**src/verilog/sbc_consts.svh**
```systemverilog
// Purpose: offsets, field positions, reset values and timing counts
// Assumes: included by bare name
// Notes: register words are 32 bits, aligned
`ifndef SBC_CONSTS_SVH
`define SBC_CONSTS_SVH
`define SBC_OFS_CTRL 4'h0
`define SBC_OFS_STAT 4'h4
`define SBC_OFS_PER 4'h8
`define SBC_CTRL_DIR 0
`define SBC_CTRL_LEAD_LO 1
`define SBC_CTRL_LAP 3
`define SBC_CTRL_RST 4'h8
`define SBC_RESON_MHZ 10
`define SBC_FORCED_DIV 17
`define SBC_SAMPLE_CYC 10'h200
`define SBC_PWM_HIGH_NS 250
`define SBC_LOCK_EDGES 2'h2
`endif

```
**src/verilog/sbc_pkg.sv**
```systemverilog
// Purpose: shared types of the commutator
// Assumes: nothing
// Notes: mode codes are one-hot
package sbc_pkg;
   typedef enum logic [2:0]
   {
      SBC_STOP = 3'b001,
      SBC_FORCED = 3'b010,
      SBC_NORMAL = 3'b100
   } sbc_mode_type;
   typedef logic [1:0] sbc_lead_type;
endpackage

```
**src/verilog/sbc_commutator.sv**
```systemverilog
// Purpose: sensorless three-phase commutator with wishbone control
// Assumes: clk_i is the resonator clock, inputs synchronous to it
// Notes: ctrl 0x0, status 0x4, period 0x8
// What this block does, and what it expects of the pwm source
// [RULE1] lead angle 0, 7.5, 15, 30 from two bits
// [RULE2] pwm input active low gates turn-on outputs; here it gates the upper outputs only, lower outputs stay on
// [RULE3] source never holds pwm low, high >=250ns
// [RULE4] direction high reverse UWV, low forward UVW
// [RULE5] frequency output follows u phase, unchopped
// [RULE6] lap select high 120 degrees, low overlap
// [RULE7] forced start step from 6 x 2^17 divider
// [RULE8] upper outputs low switch winding on
// [RULE9] lower outputs high switch winding on
// [RULE10] overcurrent high suppresses pwm-driven pulses
// [RULE11] rotor position from single combined input
// [RULE12] forced start uses 0 degrees unless 30
// [RULE13] position sampled on pwm falling edges
// [RULE14] two 512-cycle samples start or stop
// [RULE15] forced steps until position edges, then normal
// [RULE16] one upper, one lower, six steps
//
// The register offsets and the Wishbone register port were decided locally.
`timescale 1ns/1ps
`include "sbc_consts.svh"
module sbc_commutator #(
   parameter int FORCED_STEP_CYCLES = 131072,
   parameter int PER_W = 20
)(
   // clock and reset
   input wire logic clk_i,
   input wire logic rst_i,
   // wishbone slave
   input wire logic cyc_i,
   input wire logic stb_i,
   input wire logic we_i,
   input wire logic [3:0] adr_i,
   input wire logic [3:0] sel_i,
   input wire logic [31:0] dat_i,
   output logic [31:0] dat_o,
   output logic ack_o,
   output logic err_o,
   // motor side inputs
   input wire logic pwm_n_i,
   input wire logic overcurrent_in_i,
   input wire logic position_in_i,
   // phase drives and rotation frequency output
   output logic phase_u_high_drive_n_o,
   output logic phase_u_low_drive_o,
   output logic phase_v_high_drive_n_o,
   output logic phase_v_low_drive_o,
   output logic phase_w_high_drive_n_o,
   output logic phase_w_low_drive_o,
   output logic rotation_freq_out_o
);
   import sbc_pkg::*;

   localparam logic [17:0] FORCED_LAST = 18'(FORCED_STEP_CYCLES - 1);

   sbc_mode_type mode_ff;
   logic direction_select_ff;
   sbc_lead_type lead_sel_ff;
   logic lap_sel_ff;
   logic [2:0] step_ff;
   logic [5:0] prev_drv_ff;
   logic [PER_W-1:0] lap_cnt_ff;
   logic [17:0] forced_cnt_ff;
   logic [9:0] smp_cnt_ff;
   logic saw_on_ff;
   logic last_det_ff;
   logic det_valid_ff;
   logic pwm_prev_ff;
   logic pos_ff;
   logic [1:0] edges_ff;
   logic [PER_W-1:0] per_cnt_ff;
   logic [PER_W-1:0] period_ff;
   logic [PER_W-1:0] delay_ff;
   logic pending_ff;
   logic ack_ff;
   logic err_ff;
   logic [31:0] dat_ff;
   logic [5:0] drv_ff;
   logic rfo_ff;

   logic pwm_on;
   logic pwm_fall;
   logic pos_edge;
   logic smp_tick;
   logic step_now;
   logic wb_req;
   sbc_lead_type eff_lead;
   logic [PER_W-1:0] nxt_delay;
   logic [5:0] cur_drv;
   logic [5:0] all_drv;

   // step table: {upper w,v,u, lower w,v,u}
   function automatic logic [5:0] sbc_step_drv(input logic [2:0] s);
      logic [5:0] d;
      d = 6'h00;
      case (s)
         3'd0: d = 6'b001_010;
         3'd1: d = 6'b001_100;
         3'd2: d = 6'b010_100;
         3'd3: d = 6'b010_001;
         3'd4: d = 6'b100_001;
         3'd5: d = 6'b100_010;
         default: d = 6'h00;
      endcase
      return d;
   endfunction

   assign pwm_on = ~pwm_n_i; // [RULE2]
   assign pwm_fall = pwm_prev_ff & pwm_n_i == 1'b0; // [RULE13]
   assign smp_tick = (smp_cnt_ff == `SBC_SAMPLE_CYC - 10'h1);
   // a lead of 30 holds even during forced start
   assign eff_lead = (mode_ff == SBC_NORMAL || lead_sel_ff == 2'h3) ? lead_sel_ff : 2'h0; // [RULE12]
   assign wb_req = cyc_i & stb_i & ~ack_ff & ~err_ff;

   // delay from zero cross: 30 deg minus lead, period is 60 deg
   always_comb
   begin
      case (eff_lead) // [RULE1]
         2'h0: nxt_delay = period_ff >> 1;
         2'h1: nxt_delay = (period_ff >> 2) + (period_ff >> 3);
         2'h2: nxt_delay = period_ff >> 2;
         default: nxt_delay = '0;
      endcase
   end

   // position input is already the majority of the three terminals
   always_ff @(posedge clk_i)
   begin
      if (rst_i)
      begin
         pwm_prev_ff <= 1'b1;
         pos_ff <= 1'b0;
      end
      else
      begin
         pwm_prev_ff <= pwm_n_i;
         if (pwm_fall)
            pos_ff <= position_in_i; // [RULE11] [RULE13]
      end
   end
   assign pos_edge = pwm_fall & (position_in_i != pos_ff) & (mode_ff != SBC_STOP);

   // start/stop sampler; any on-time in a window counts as drive-on
   always_ff @(posedge clk_i)
   begin
      if (rst_i)
      begin
         smp_cnt_ff <= 10'h0;
         saw_on_ff <= 1'b0;
         last_det_ff <= 1'b0;
         det_valid_ff <= 1'b0;
      end
      else
      begin
         smp_cnt_ff <= smp_tick ? 10'h0 : smp_cnt_ff + 10'h1;
         if (smp_tick)
         begin
            saw_on_ff <= pwm_on;
            last_det_ff <= saw_on_ff | pwm_on; // [RULE14]
            det_valid_ff <= 1'b1;
         end
         else if (pwm_on)
            saw_on_ff <= 1'b1;
      end
   end

   // mode machine
   always_ff @(posedge clk_i)
   begin
      if (rst_i)
         mode_ff <= SBC_STOP;
      else
      begin
         case (mode_ff)
            SBC_STOP:
               if (smp_tick && det_valid_ff && last_det_ff && (saw_on_ff | pwm_on))
                  mode_ff <= SBC_FORCED; // [RULE14]
            SBC_FORCED:
               if (smp_tick && det_valid_ff && !last_det_ff && !(saw_on_ff | pwm_on))
                  mode_ff <= SBC_STOP; // [RULE14]
               else if (pos_edge && edges_ff == `SBC_LOCK_EDGES - 2'h1)
                  mode_ff <= SBC_NORMAL; // [RULE15]
            SBC_NORMAL:
               if (smp_tick && det_valid_ff && !last_det_ff && !(saw_on_ff | pwm_on))
                  mode_ff <= SBC_STOP; // [RULE14]
               else if (&per_cnt_ff)
                  mode_ff <= SBC_FORCED; // lost position, restart forced
            default: mode_ff <= SBC_STOP;
         endcase
      end
   end

   // position edge counting and period measure
   always_ff @(posedge clk_i)
   begin
      if (rst_i)
      begin
         edges_ff <= 2'h0;
         per_cnt_ff <= '0;
         period_ff <= '0;
      end
      // lost position restarts the lock count, else forced mode never relocks
      else if (mode_ff == SBC_STOP || &per_cnt_ff)
      begin
         edges_ff <= 2'h0;
         per_cnt_ff <= '0;
      end
      else if (pos_edge)
      begin
         if (edges_ff != `SBC_LOCK_EDGES)
            edges_ff <= edges_ff + 2'h1; // [RULE15]
         per_cnt_ff <= '0;
         period_ff <= per_cnt_ff;
      end
      else
         per_cnt_ff <= per_cnt_ff + 1'b1;
   end

   // forced commutation divider, six steps per electrical turn
   always_ff @(posedge clk_i)
   begin
      if (rst_i || mode_ff != SBC_FORCED || forced_cnt_ff == FORCED_LAST)
         forced_cnt_ff <= 18'h0; // [RULE7]
      else
         forced_cnt_ff <= forced_cnt_ff + 18'h1;
   end

   // delayed commutation after a zero cross
   always_ff @(posedge clk_i)
   begin
      if (rst_i || mode_ff != SBC_NORMAL)
      begin
         pending_ff <= 1'b0;
         delay_ff <= '0;
      end
      else if (pos_edge)
      begin
         pending_ff <= 1'b1;
         delay_ff <= nxt_delay; // [RULE1]
      end
      else if (pending_ff && delay_ff != '0)
         delay_ff <= delay_ff - 1'b1;
      else
         pending_ff <= 1'b0;
   end

   assign step_now = (mode_ff == SBC_FORCED && forced_cnt_ff == FORCED_LAST)
      || (mode_ff == SBC_NORMAL && pending_ff && delay_ff == '0); // [RULE15]

   // step index and lap overlap
   always_ff @(posedge clk_i)
   begin
      if (rst_i || mode_ff == SBC_STOP)
      begin
         step_ff <= 3'h0;
         prev_drv_ff <= 6'h00;
         lap_cnt_ff <= '0;
      end
      else if (step_now)
      begin
         if (direction_select_ff)
            step_ff <= (step_ff == 3'h0) ? 3'h5 : step_ff - 3'h1; // [RULE4]
         else
            step_ff <= (step_ff == 3'h5) ? 3'h0 : step_ff + 3'h1; // [RULE4] [RULE16]
         prev_drv_ff <= cur_drv;
         // overlap length is an eighth of the last step time
         if (!lap_sel_ff)
            lap_cnt_ff <= (mode_ff == SBC_NORMAL) ? (period_ff >> 3) : PER_W'(FORCED_STEP_CYCLES / 8); // [RULE6]
         else
            lap_cnt_ff <= '0; // [RULE6]
      end
      else if (lap_cnt_ff != '0)
         lap_cnt_ff <= lap_cnt_ff - 1'b1;
   end

   assign cur_drv = sbc_step_drv(step_ff); // [RULE16]
   assign all_drv = (lap_cnt_ff != '0) ? (cur_drv | prev_drv_ff) : cur_drv; // [RULE6]

   // upper sides carry the chop; lower sides stay on through the step
   always_ff @(posedge clk_i)
   begin
      if (rst_i || mode_ff == SBC_STOP)
      begin
         drv_ff <= 6'h00;
         rfo_ff <= 1'b0;
      end
      else
      begin
         drv_ff[5:3] <= all_drv[5:3] & {3{pwm_on & ~overcurrent_in_i}}; // [RULE2] [RULE10]
         drv_ff[2:0] <= all_drv[2:0];
         rfo_ff <= cur_drv[3]; // [RULE5]
      end
   end

   assign phase_u_high_drive_n_o = ~drv_ff[3]; // [RULE8]
   assign phase_v_high_drive_n_o = ~drv_ff[4]; // [RULE8]
   assign phase_w_high_drive_n_o = ~drv_ff[5]; // [RULE8]
   assign phase_u_low_drive_o = drv_ff[0]; // [RULE9]
   assign phase_v_low_drive_o = drv_ff[1]; // [RULE9]
   assign phase_w_low_drive_o = drv_ff[2]; // [RULE9]
   assign rotation_freq_out_o = rfo_ff;

   // wishbone: one wait state, unmapped answers with err
   always_ff @(posedge clk_i)
   begin
      if (rst_i)
      begin
         ack_ff <= 1'b0;
         err_ff <= 1'b0;
         dat_ff <= 32'h0;
         direction_select_ff <= 1'b0;
         lead_sel_ff <= 2'h0;
         lap_sel_ff <= 1'b1;
      end
      else
      begin
         ack_ff <= 1'b0;
         err_ff <= 1'b0;
         dat_ff <= 32'h0;
         if (wb_req)
         begin
            if (adr_i == `SBC_OFS_CTRL)
            begin
               ack_ff <= 1'b1;
               if (we_i && sel_i[0])
               begin
                  direction_select_ff <= dat_i[`SBC_CTRL_DIR];
                  lead_sel_ff <= dat_i[`SBC_CTRL_LEAD_LO +: 2];
                  lap_sel_ff <= dat_i[`SBC_CTRL_LAP];
               end
               dat_ff <= {28'h0, lap_sel_ff, lead_sel_ff, direction_select_ff};
            end
            else if (adr_i == `SBC_OFS_STAT)
            begin
               ack_ff <= 1'b1;
               dat_ff <= {23'h0, overcurrent_in_i, eff_lead, step_ff, mode_ff};
            end
            else if (adr_i == `SBC_OFS_PER)
            begin
               ack_ff <= 1'b1;
               dat_ff <= 32'(period_ff);
            end
            else
               err_ff <= 1'b1;
         end
      end
   end
   assign ack_o = ack_ff;
   assign err_o = err_ff;
   assign dat_o = dat_ff;
endmodule

```
**config.mk**
```make
export PLATFORM = sky130hd
export DESIGN_NAME = sbc_commutator
export DESIGN_NICKNAME = d
export VERILOG_FILES = /design/src/verilog/sbc_pkg.sv /design/src/verilog/sbc_commutator.sv
export VERILOG_INCLUDE_DIRS = /design/src /design/src/verilog
export SDC_FILE = /design/constraint.sdc
export NUM_CORES = 1
export LEC_CHECK = 0
export BUFFER_PORTS_ARGS = -buffer_cell sky130_fd_sc_hd__buf_2
export CAP_MARGIN = 0
export CORE_MARGIN = 2
export CORE_UTILIZATION = 62
export CTS_CLUSTER_SIZE = 25
export DETAILED_ROUTE_END_ITERATION = 10
export PLACE_DENSITY = 0.8
export RECOVER_POWER = 50
export SYNTH_ARGS = -nofsm -noshare
export SYNTH_HDL_FRONTEND = slang
export SYNTH_SLANG_ARGS = --single-unit
```
**constraint.sdc**
```tcl
create_clock -name clk_i -period 3.5 [get_ports clk_i]
set_input_delay 0.525 -clock clk_i [delete_from_list [all_inputs] [get_ports clk_i]]
set_output_delay 0.525 -clock clk_i [all_outputs]
set_load 0.05 [all_outputs]
```
==> results of run 1 <==
-- layout make-up --
class,count,area [um2],share of cell area
Sequential cell,161,3220,0.349
Inverter,25,93.8,0.0102
Clock inverter,11,101,0.0110
Tap cell,176,220,0.0238
Multi-Input combinational cell,800,4830,0.523
Clock buffer,21,470,0.0509
Timing Repair Buffer,62,295,0.0320
-- registers in the layout (all words and copies together), names as in the netlist, 6 cells and up --
signal / flops
smp_cnt_ff: 10
period_ff: 20
delay_ff: 20
drv_ff: 6
forced_cnt_ff: 18
dat_o: 20
lap_cnt_ff: 20
prev_drv_ff: 6
per_cnt_ff: 20
-- worst paths after layout --
kind                               startpoint                          end  slack, ns  cells past startpoint
setup / recovery                        rst_i   lap_cnt_ff[1]$_SDFFE_PP0P_       0.54                      5
setup reg to reg  forced_cnt_ff[0]$_SDFF_PP0_   lap_cnt_ff[1]$_SDFFE_PP0P_       0.74                      8
hold / removal                       dat_i[3]      lap_sel_ff$_SDFFE_PP1P_       0.31                      2
hold reg to reg   forced_cnt_ff[0]$_SDFF_PP0_  forced_cnt_ff[0]$_SDFF_PP0_       0.46                      1
-- logic make-up after synthesis --
kind of cell	count (synthesis)	synth area share
AO/OA/AOI/OAI	215	0.163
XOR/XNOR	75	0.0794
adder cells (fa/ha/maj)	30	0.0457
buffers and inverters	81	0.0438
flip-flops	161	0.385
multiplexers	21	0.0256
other	1	0.000448
AND/OR/NAND/NOR	447	0.257
-- metrics by stage --
stage | hold slack, ns | power [uW] | instance area [um2]
5_1_grt | 0.317 | 3910 | 9230
3_3_place_gp | 0.438 | 2030 | 8720
6_report | 0.310 | 3800 | 9230
4_1_cts | 0.292 | 3810 | 9290
3_5_place_dp | 0.447 | 2030 | 8720
2_1_floorplan | 0.426 | 2010 | 8410
-- synthesized netlist by cell type, types with 14 or more instances --
| cell type | instances | area, um2 |
|---|---|---|
| nor2_1 | 135 | 507 |
| nor3_1 | 29 | 145 |
| a21oi_1 | 78 | 390 |
| xnor2_1 | 34 | 298 |
| nor2b_1 | 14 | 87.6 |
| clkbuf_1 | 36 | 135 |
| a211oi_1 | 15 | 113 |
| nand3_1 | 47 | 235 |
| and2_1 | 18 | 113 |
| nand2_1 | 112 | 420 |
| mux2i_1 | 18 | 180 |
| inv_1 | 24 | 90.1 |
| ha_1 | 29 | 363 |
| o21ai_0 | 43 | 215 |
| dfxtp_1 | 161 | 3220 |
| or3_1 | 14 | 87.6 |
| xor2_1 | 40 | 350 |
-- power groups by stage --
stage | logic [uW] | clock network (uW) | registers, uW
2_1_floorplan | 107 | 0 | 1900
3_3_place_gp | 136 | 0 | 1890
3_5_place_dp | 138 | 0 | 1890
4_1_cts | 140 | 1820 | 1850
5_1_grt | 151 | 1900 | 1850
6_report | 139 | 1810 | 1850
-- critical path, cell delays in order --
cell and delay [ns]:
buf_2 0.08, clkbuf_1 1.21, or2_1 1.00, a2111oi_0 0.18
a41o_1 0.26
-- routing by layer --
metal | vias up | track usage | share of wire
met2 | 240 | 0.456 | 0.46
met1 | 3432 | 0.384 | 0.45
met3 | 45 | 0.0542 | 0.063
met4 | 0 | 0.114 | 0.031
li1 | 3679 | - | -
met5 | - | 0 | 0
-- cells in the final DEF (no fill, tap or decap), types with 12 or more instances in the layout --
cell type,n
nor3_1,29
o21ai_0,43
a211oi_1,15
xor2_1,40
nor2_1,135
buf_2,14
inv_1,24
or3_1,14
buf_4,12
nand2_1,112
conb_1,12
nor2b_1,14
dfxtp_1,161
a21oi_1,78
clkbuf_16,17
clkbuf_1,37
xnor2_1,34
mux2i_1,18
and2_1,13
nand3_1,47
ha_1,29
==> impl_metrics.toml, run 1 <==
[synth]
async_flop_share = 0
synthCells = 1031
avgSynthCellArea_um2 = 8.12
syn_area_mm2 = 0.00837
ys_types = 75
synth_edf_count = 0
synth_ff_type = "dfxtp_1"
synth-warning-count = 0
synth-seq-cells = 161
seq_area_frac_synth = 0.385

[timing]
slew_violations = 39
finalHoldViolCount = 0
period_share = 0.846
fin_setup_tns_ns = 0
worst_slew_pin_slew_ns = 1.69
slew_headroom = -0.129
clock_skew_ns = 0.0100
setup_ws_ns = 0.539
rsz0062_at_grt = "no"
clock.fmax_mhz = 338
period_needed_ns = 2.96
setup_viol = 0

[grt]
antenna_found_initial = 0
grt_pass1_wl_um = 33300
grt_max_degree = 39
grt_overflow = 0
grt_pass1_vias = 6861
grt.total_usage = 0.286

[critical_path]
setup.worst_path.end_class = "register"
crit_required_ns = 3.82
cp_max_fo = 38
start_kind = "input port"
critPathKind = "in -> reg"
arrival_ns = 3.28

[placement]
dp.cells = 1224
dp_hpwl_um = 14100
dpl_worst_slack_ns = 0.784
portBuffers = 45
routabilityCongestion = 0.945

[power]
power_frac_clock = 0.475
p_int_uw = 2920
power_leakage_uw = 0.00336
power_frac_comb = 0.036
ir_worst_vdd_uv = 417
power_switching_share = 0.233
power.sequential.fraction = 0.488
p_per_area_mw_per_mm2 = 411
p_sw_uw = 883

[floorplan]
die_area_mm2 = 0.0145
ios = 89
initial_core_util = 0.635
chipHeight_um = 120
rows = 42
die_x_um = 120
coreArea_mm2 = 0.0132

[clock_network]
clockBufferDepth = 2
cts_tree = "yes"
cts_made_buffers = 17
cts_root_buf = "clkbuf_16"
cts_setup_buffers = 0
cts_resized = 0
ctsHoldBuffers = 0
clock_sinks = 161
htreeDepth = 4
clk_latency_ns = 0.43
clk_pin_slew_ns = 0.06

[route]
avgViaCountPerCell = 5.89
drtAntennaViolNets = 0
routed_wl_um = 20100
drc = 0
via_count = 7396
wl_per_cell_um = 16.0
first_pass_iters = 5
drt-initial-drc-count = 705

[cells_and_area]
fin_cells = 1256
nets = 1145
num-fill-cells = 1084
num_antenna_cells = 0
final_util = 0.700
syn_to_final_growth_pct = 10.3
drive_gt1_frac = 0.0759

[status]
status = "complete, but fails checks"
violations = "max-capacitance violations, max-slew violations"

[min_path]
hp-class = "in -> reg"

[run]
maxCapViolations = 1
(Power assumes the default switching activity.)
==> run 2: changes to the inputs <==
--- a/config.mk
+++ b/config.mk
@@ -9,10 +9,10 @@
 export BUFFER_PORTS_ARGS = -buffer_cell sky130_fd_sc_hd__buf_2
 export CAP_MARGIN = 0
 export CORE_MARGIN = 2
-export CORE_UTILIZATION = 62
+export CORE_UTILIZATION = 54
 export CTS_CLUSTER_SIZE = 25
 export DETAILED_ROUTE_END_ITERATION = 10
-export PLACE_DENSITY = 0.8
+export PLACE_DENSITY = 0.74
 export RECOVER_POWER = 50
 export SYNTH_ARGS = -nofsm -noshare
 export SYNTH_HDL_FRONTEND = slang
==> constraint.sdc (replaced) <==
create_clock -name clk_i -period 2.6 [get_ports clk_i]
set_input_delay 0.39 -clock clk_i [delete_from_list [all_inputs] [get_ports clk_i]]
set_output_delay 0.39 -clock clk_i [all_outputs]
set_load 0.05 [all_outputs]
==> run 2 against run 1 <==
Effect of this change: die area rose by 14%; cell area rose by 4.1%; via count rose by 3.9%; the run now ends clean; clock power rose by 36%; utilization fell by 6.8 points; register-to-register slack got worse by 0.62 ns; clock skew fell by 0.00077 ns; count of clock-buffer cells in the layout fell by 4; wire length rose by 5.6%; critical path type is now reg -> reg.
==> impl_metrics.toml, run 2 (same netlist as run 1, synthesis figures left out) <==
[route]
avgViaCountPerCell = 5.87
first_pass_iters = 7
met2_length_um = 9570
drtAntennaViolNets = 0
wl_per_cell_um = 16.2
m1WireLength_um = 9790
drt-initial-drc-count = 718
via_count = 7684
drc = 0
routed_wl_um = 21200
wl_met3_um = 1400
top_layer = "met4"

[power]
power_leakage_uw = 0.00358
ir_worst_vdd_uv = 504
p_per_area_mw_per_mm2 = 537

[cells_and_area]
layout_common_cells = "dfxtp_1, nor2_1, nand2_1"
num_antenna_cells = 0
drive_gt1_frac = 0.116
num-fill-cells = 1327
nets = 1188
final_common_cell = "dfxtp_1"
final_util = 0.633
syn_to_final_growth_pct = 14.8

[placement]
routabilityCongestion = 0.924
portBuffers = 45
dp_hpwl_um = 15400
dpl_worst_slack_ns = 0.0197

[critical_path]
setup.worst_path.end_class = "register"
reg2reg_slack_ns = 0.12
critPathKind = "reg -> reg"
start_kind = "register"
cp_max_fo = 7
crit_required_ns = 2.91
arrival_ns = 2.80

[clock_network]
htreeDepth = 4
clk_pin_slew_ns = 0.06
cts_tree = "yes"
clock_sinks = 161
cts_setup_buffers = 0
clk_latency_ns = 0.43
clockBufferDepth = 2
cts_root_buf = "clkbuf_16"
cts_made_buffers = 17

[timing]
clock.fmax_mhz = 402
finalHoldViolCount = 0
hold_slack_ns = 0.184
period_needed_ns = 2.48
setup_ws_ns = 0.115
setup_viol = 0
clock_skew_ns = 0.00925
rsz0062_at_grt = "no"
worst_slew_pin_slew_ns = 0.897
slew_headroom = 0.399
slew_violations = 0
fin_setup_tns_ns = 0
period_share = 0.956

[grt]
grt_pass1_vias = 7069
grt_max_degree = 27
antenna_found_initial = 0
grt_pass1_wl_um = 35200
grt_overflow = 0
grt.total_usage = 0.267

[status]
status = "complete, no violations"

[floorplan]
coreArea_mm2 = 0.0152
rows = 45
die_area_mm2 = 0.0165
initial_core_util = 0.551
chipHeight_um = 129
die_x_um = 129
ios = 89

[run]
maxCapViolations = 0

[min_path]
hp-class = "in -> reg"
run 2: report_power, final:
part | switching (uW) | internal (uW)
combinational | 148 | 55.2
clock | 1050 | 1420
sequential | 11.8 | 2480
run 2: final timing paths:
| check | start | to | cells past startpoint |
|---|---|---|---|
| max | delay_ff[14]$_SDFFE_PP0P_ | delay_ff[11]$_SDFFE_PP0P_ | 7 |
| min | dat_i[3] | lap_sel_ff$_SDFFE_PP1P_ | 2 |
| max reg2reg | delay_ff[14]$_SDFFE_PP0P_ | delay_ff[11]$_SDFFE_PP0P_ | 7 |
| min reg2reg | prev_drv_ff[5]$_SDFFE_PP0N_ | drv_ff[5]$_SDFF_PP0_ | 2 |
run 2: area by class of cell:
cell class                      count  area, um2  share of cell area
Clock inverter                     14        156              0.0163
Clock buffer                       17        425              0.0442
Multi-Input combinational cell    800       4860               0.506
Tap cell                          188        235              0.0245
Timing Repair Buffer              105        617              0.0642
Inverter                           25       93.8             0.00976
Sequential cell                   161       3220               0.335
run 2: repair_timing:
action                                  4_1_cts  5_1_grt
hold buffers                                  0        0
resized for setup                             0        8
endpoints found under the setup margin        0       15
hold endpoints to repair                      0        0
run 2: critical path, stage by stage, from the launching register on:
cell and delay (ns):
dfxtp_1 0.35, or3_4 0.40, or4_4 0.56, o41a_4 0.43
and3_4 0.21, xnor2_2 0.12, o22ai_1 0.10, a31o_1 0.20
run 2: metal layers:
layer | vias to the layer above | global-route usage
li1 | 3763 | -
met1 | 3622 | 0.370
met2 | 263 | 0.420
met3 | 36 | 0.0541
met4 | 0 | 0.0870
met5 | - | 0
run 2: through the flow:
| stage | cell area, um2 | instances | total power, uW |
|---|---|---|---|
| 3_5_place_dp | 9070 | 1279 | 2750 |
| 6_report | 9620 | 1310 | 5170 |
| 2_1_floorplan | 8410 | 1042 | 2700 |
| 5_1_grt | 9620 | 1310 | 5330 |
| 4_1_cts | 9650 | 1310 | 5200 |
| 3_3_place_gp | 9070 | 1279 | 2750 |
==> run 3: changes to the inputs <==
--- a/config.mk
+++ b/config.mk
@@ -9,10 +9,10 @@
 export BUFFER_PORTS_ARGS = -buffer_cell sky130_fd_sc_hd__buf_2
 export CAP_MARGIN = 0
 export CORE_MARGIN = 2
-export CORE_UTILIZATION = 54
+export CORE_UTILIZATION = 59
 export CTS_CLUSTER_SIZE = 25
 export DETAILED_ROUTE_END_ITERATION = 10
-export PLACE_DENSITY = 0.74
+export PLACE_DENSITY = 0.77
 export RECOVER_POWER = 50
 export SYNTH_ARGS = -nofsm -noshare
 export SYNTH_HDL_FRONTEND = slang
==> constraint.sdc (replaced) <==
create_clock -name clk_i -period 2.52 [get_ports clk_i]
set_input_delay 0.378 -clock clk_i [delete_from_list [all_inputs] [get_ports clk_i]]
set_output_delay 0.378 -clock clk_i [all_outputs]
set_load 0.05 [all_outputs]
==> run 3 against run 2 <==
Effect of this change: combinational power grew 4%; sequential share of layout area shrank 0.43 points; total power grew 5.0%; clock skew is essentially flat; wire length grew 3.0%; first-iteration DRC count shrank 3.5%; critical endpoint unchanged; largest power group is now clock.
==> impl_metrics.toml, run 3 (same netlist as run 1, synthesis figures left out) <==
[clock_network]
clk_latency_ns = 0.43
cts_tree = "yes"
htreeDepth = 4
clk_pin_slew_ns = 0.07
cts_made_buffers = 17
cts_root_buf = "clkbuf_16"
clock_sinks = 161
cts_setup_buffers = 0
clockBufferDepth = 2

[grt]
antenna_found_initial = 0
grt_pass1_wl_um = 35200
busiest_layer = "met2"
grt_pass1_vias = 7250
grt_overflow = 0
grt.total_usage = 0.294
use_met1 = 0.371
use_met2 = 0.480
grt_use_met3 = 0.0646
grt_max_degree = 24

[route]
first_pass_iters = 5
avgViaCountPerCell = 5.94
drc = 0
wl_per_cell_um = 16.6
drt-initial-drc-count = 693
drtAntennaViolNets = 0
routed_wl_um = 21900
via_count = 7809

[floorplan]
chipHeight_um = 123
ios = 89
die_area_mm2 = 0.0152
rows = 43
die_x_um = 123
coreArea_mm2 = 0.0139
initial_core_util = 0.603

[status]
status = "complete, no violations"

[power]
p_per_area_mw_per_mm2 = 556
ir_worst_vdd_uv = 618
power_leakage_uw = 0.00366

[timing]
hold_slack_ns = 0.163
setup_viol = 0
finalHoldViolCount = 0
worst_slew_pin_slew_ns = 0.818
clock.fmax_mhz = 408
slew_violations = 0
fin_setup_tns_ns = 0
clock_skew_ns = 0.00890
rsz0062_at_grt = "no"
period_needed_ns = 2.45
slew_headroom = 0.455
period_share = 0.973

[critical_path]
cp_max_fo = 7
reg2reg_slack_ns = 0.07
path_delay_family = "simple AND/OR/NAND/NOR gates"
critPathKind = "reg -> reg"
start_kind = "register"
r2r_cells = 7
crit_cells = 7
crit_required_ns = 2.83
path_cells = "or3_4 > or4_4 > o41a_4 > and3_4 > xnor2_2 > o22ai_1 > a31o_1"
max_stage_delay_ns = 0.55
setup.worst_path.end_class = "register"
critPathBufInv = 0
arrival_ns = 2.77
critPathSlowestCell = "or4_4"

[cells_and_area]
num_antenna_cells = 0
drive_gt1_frac = 0.130
nets = 1200
num-fill-cells = 1128
layout_common_cells = "dfxtp_1, nor2_1, nand2_1"
syn_to_final_growth_pct = 16.4
final_util = 0.702
final_common_cell = "dfxtp_1"

[run]
maxCapViolations = 0

[min_path]
hp-class = "in -> reg"
min_path_cells = 2

[placement]
routabilityCongestion = 0.908
dp_hpwl_um = 15800
portBuffers = 45
-- run 3: changes by cell type in the layout (fill, tap and decap cells not counted), sizes merged --
cell	previous run	this run
clkinv	6	5
clkbuf	59	57
clkinvlp	2	1
buf	63	78
inv	29	31
-- run 3: final cells by class --
type	count	area [um2]	area share
inverter	25	93.8	0.00963
sequential	161	3230	0.331
tap	180	225	0.0231
clock inverter	14	173	0.0177
clock buffer	18	429	0.0440
timing repair buffer	117	719	0.0738
multi-input combinational	800	4880	0.501
-- run 3: path summary, 6_finish.rpt --
path,end,start
hold / removal,lap_sel_ff$_SDFFE_PP1P_,dat_i[3]
setup reg to reg,delay_ff[11]$_SDFFE_PP0P_,delay_ff[13]$_SDFFE_PP0P_
setup / recovery,delay_ff[11]$_SDFFE_PP0P_,delay_ff[13]$_SDFFE_PP0P_
hold reg to reg,forced_cnt_ff[0]$_SDFF_PP0_,forced_cnt_ff[0]$_SDFF_PP0_
-- run 3: per-layer routing --
layer	share of wire	up-vias
li1	-	3793
met2	0.46	314
met3	0.068	54
met5	0	-
met1	0.43	3648
met4	0.036	0
-- run 3: power breakdown --
part | internal, uW | switching [uW]
Combinational | 56.9 | 154
Sequential | 2560 | 12.2
Clock | 1500 | 1150
-- run 3: through the flow --
step	worst slack (ns)	std cells	area, um2	total power, uW
after detailed placement	0.0343	1283	9160	2840
after global routing	0.00893	1315	9750	5560
final	0.0674	1315	9750	5420
after floorplan	0.134	1042	8410	2790
after global placement	0.0548	1283	9160	2840
after CTS	0.0551	1315	9770	5450
-- run 3: repair_timing --
item	4_1_cts	5_1_grt
resized for setup	1	13
pin swaps	0	0
setup endpoints to repair	1	10
hold buffers	0	0
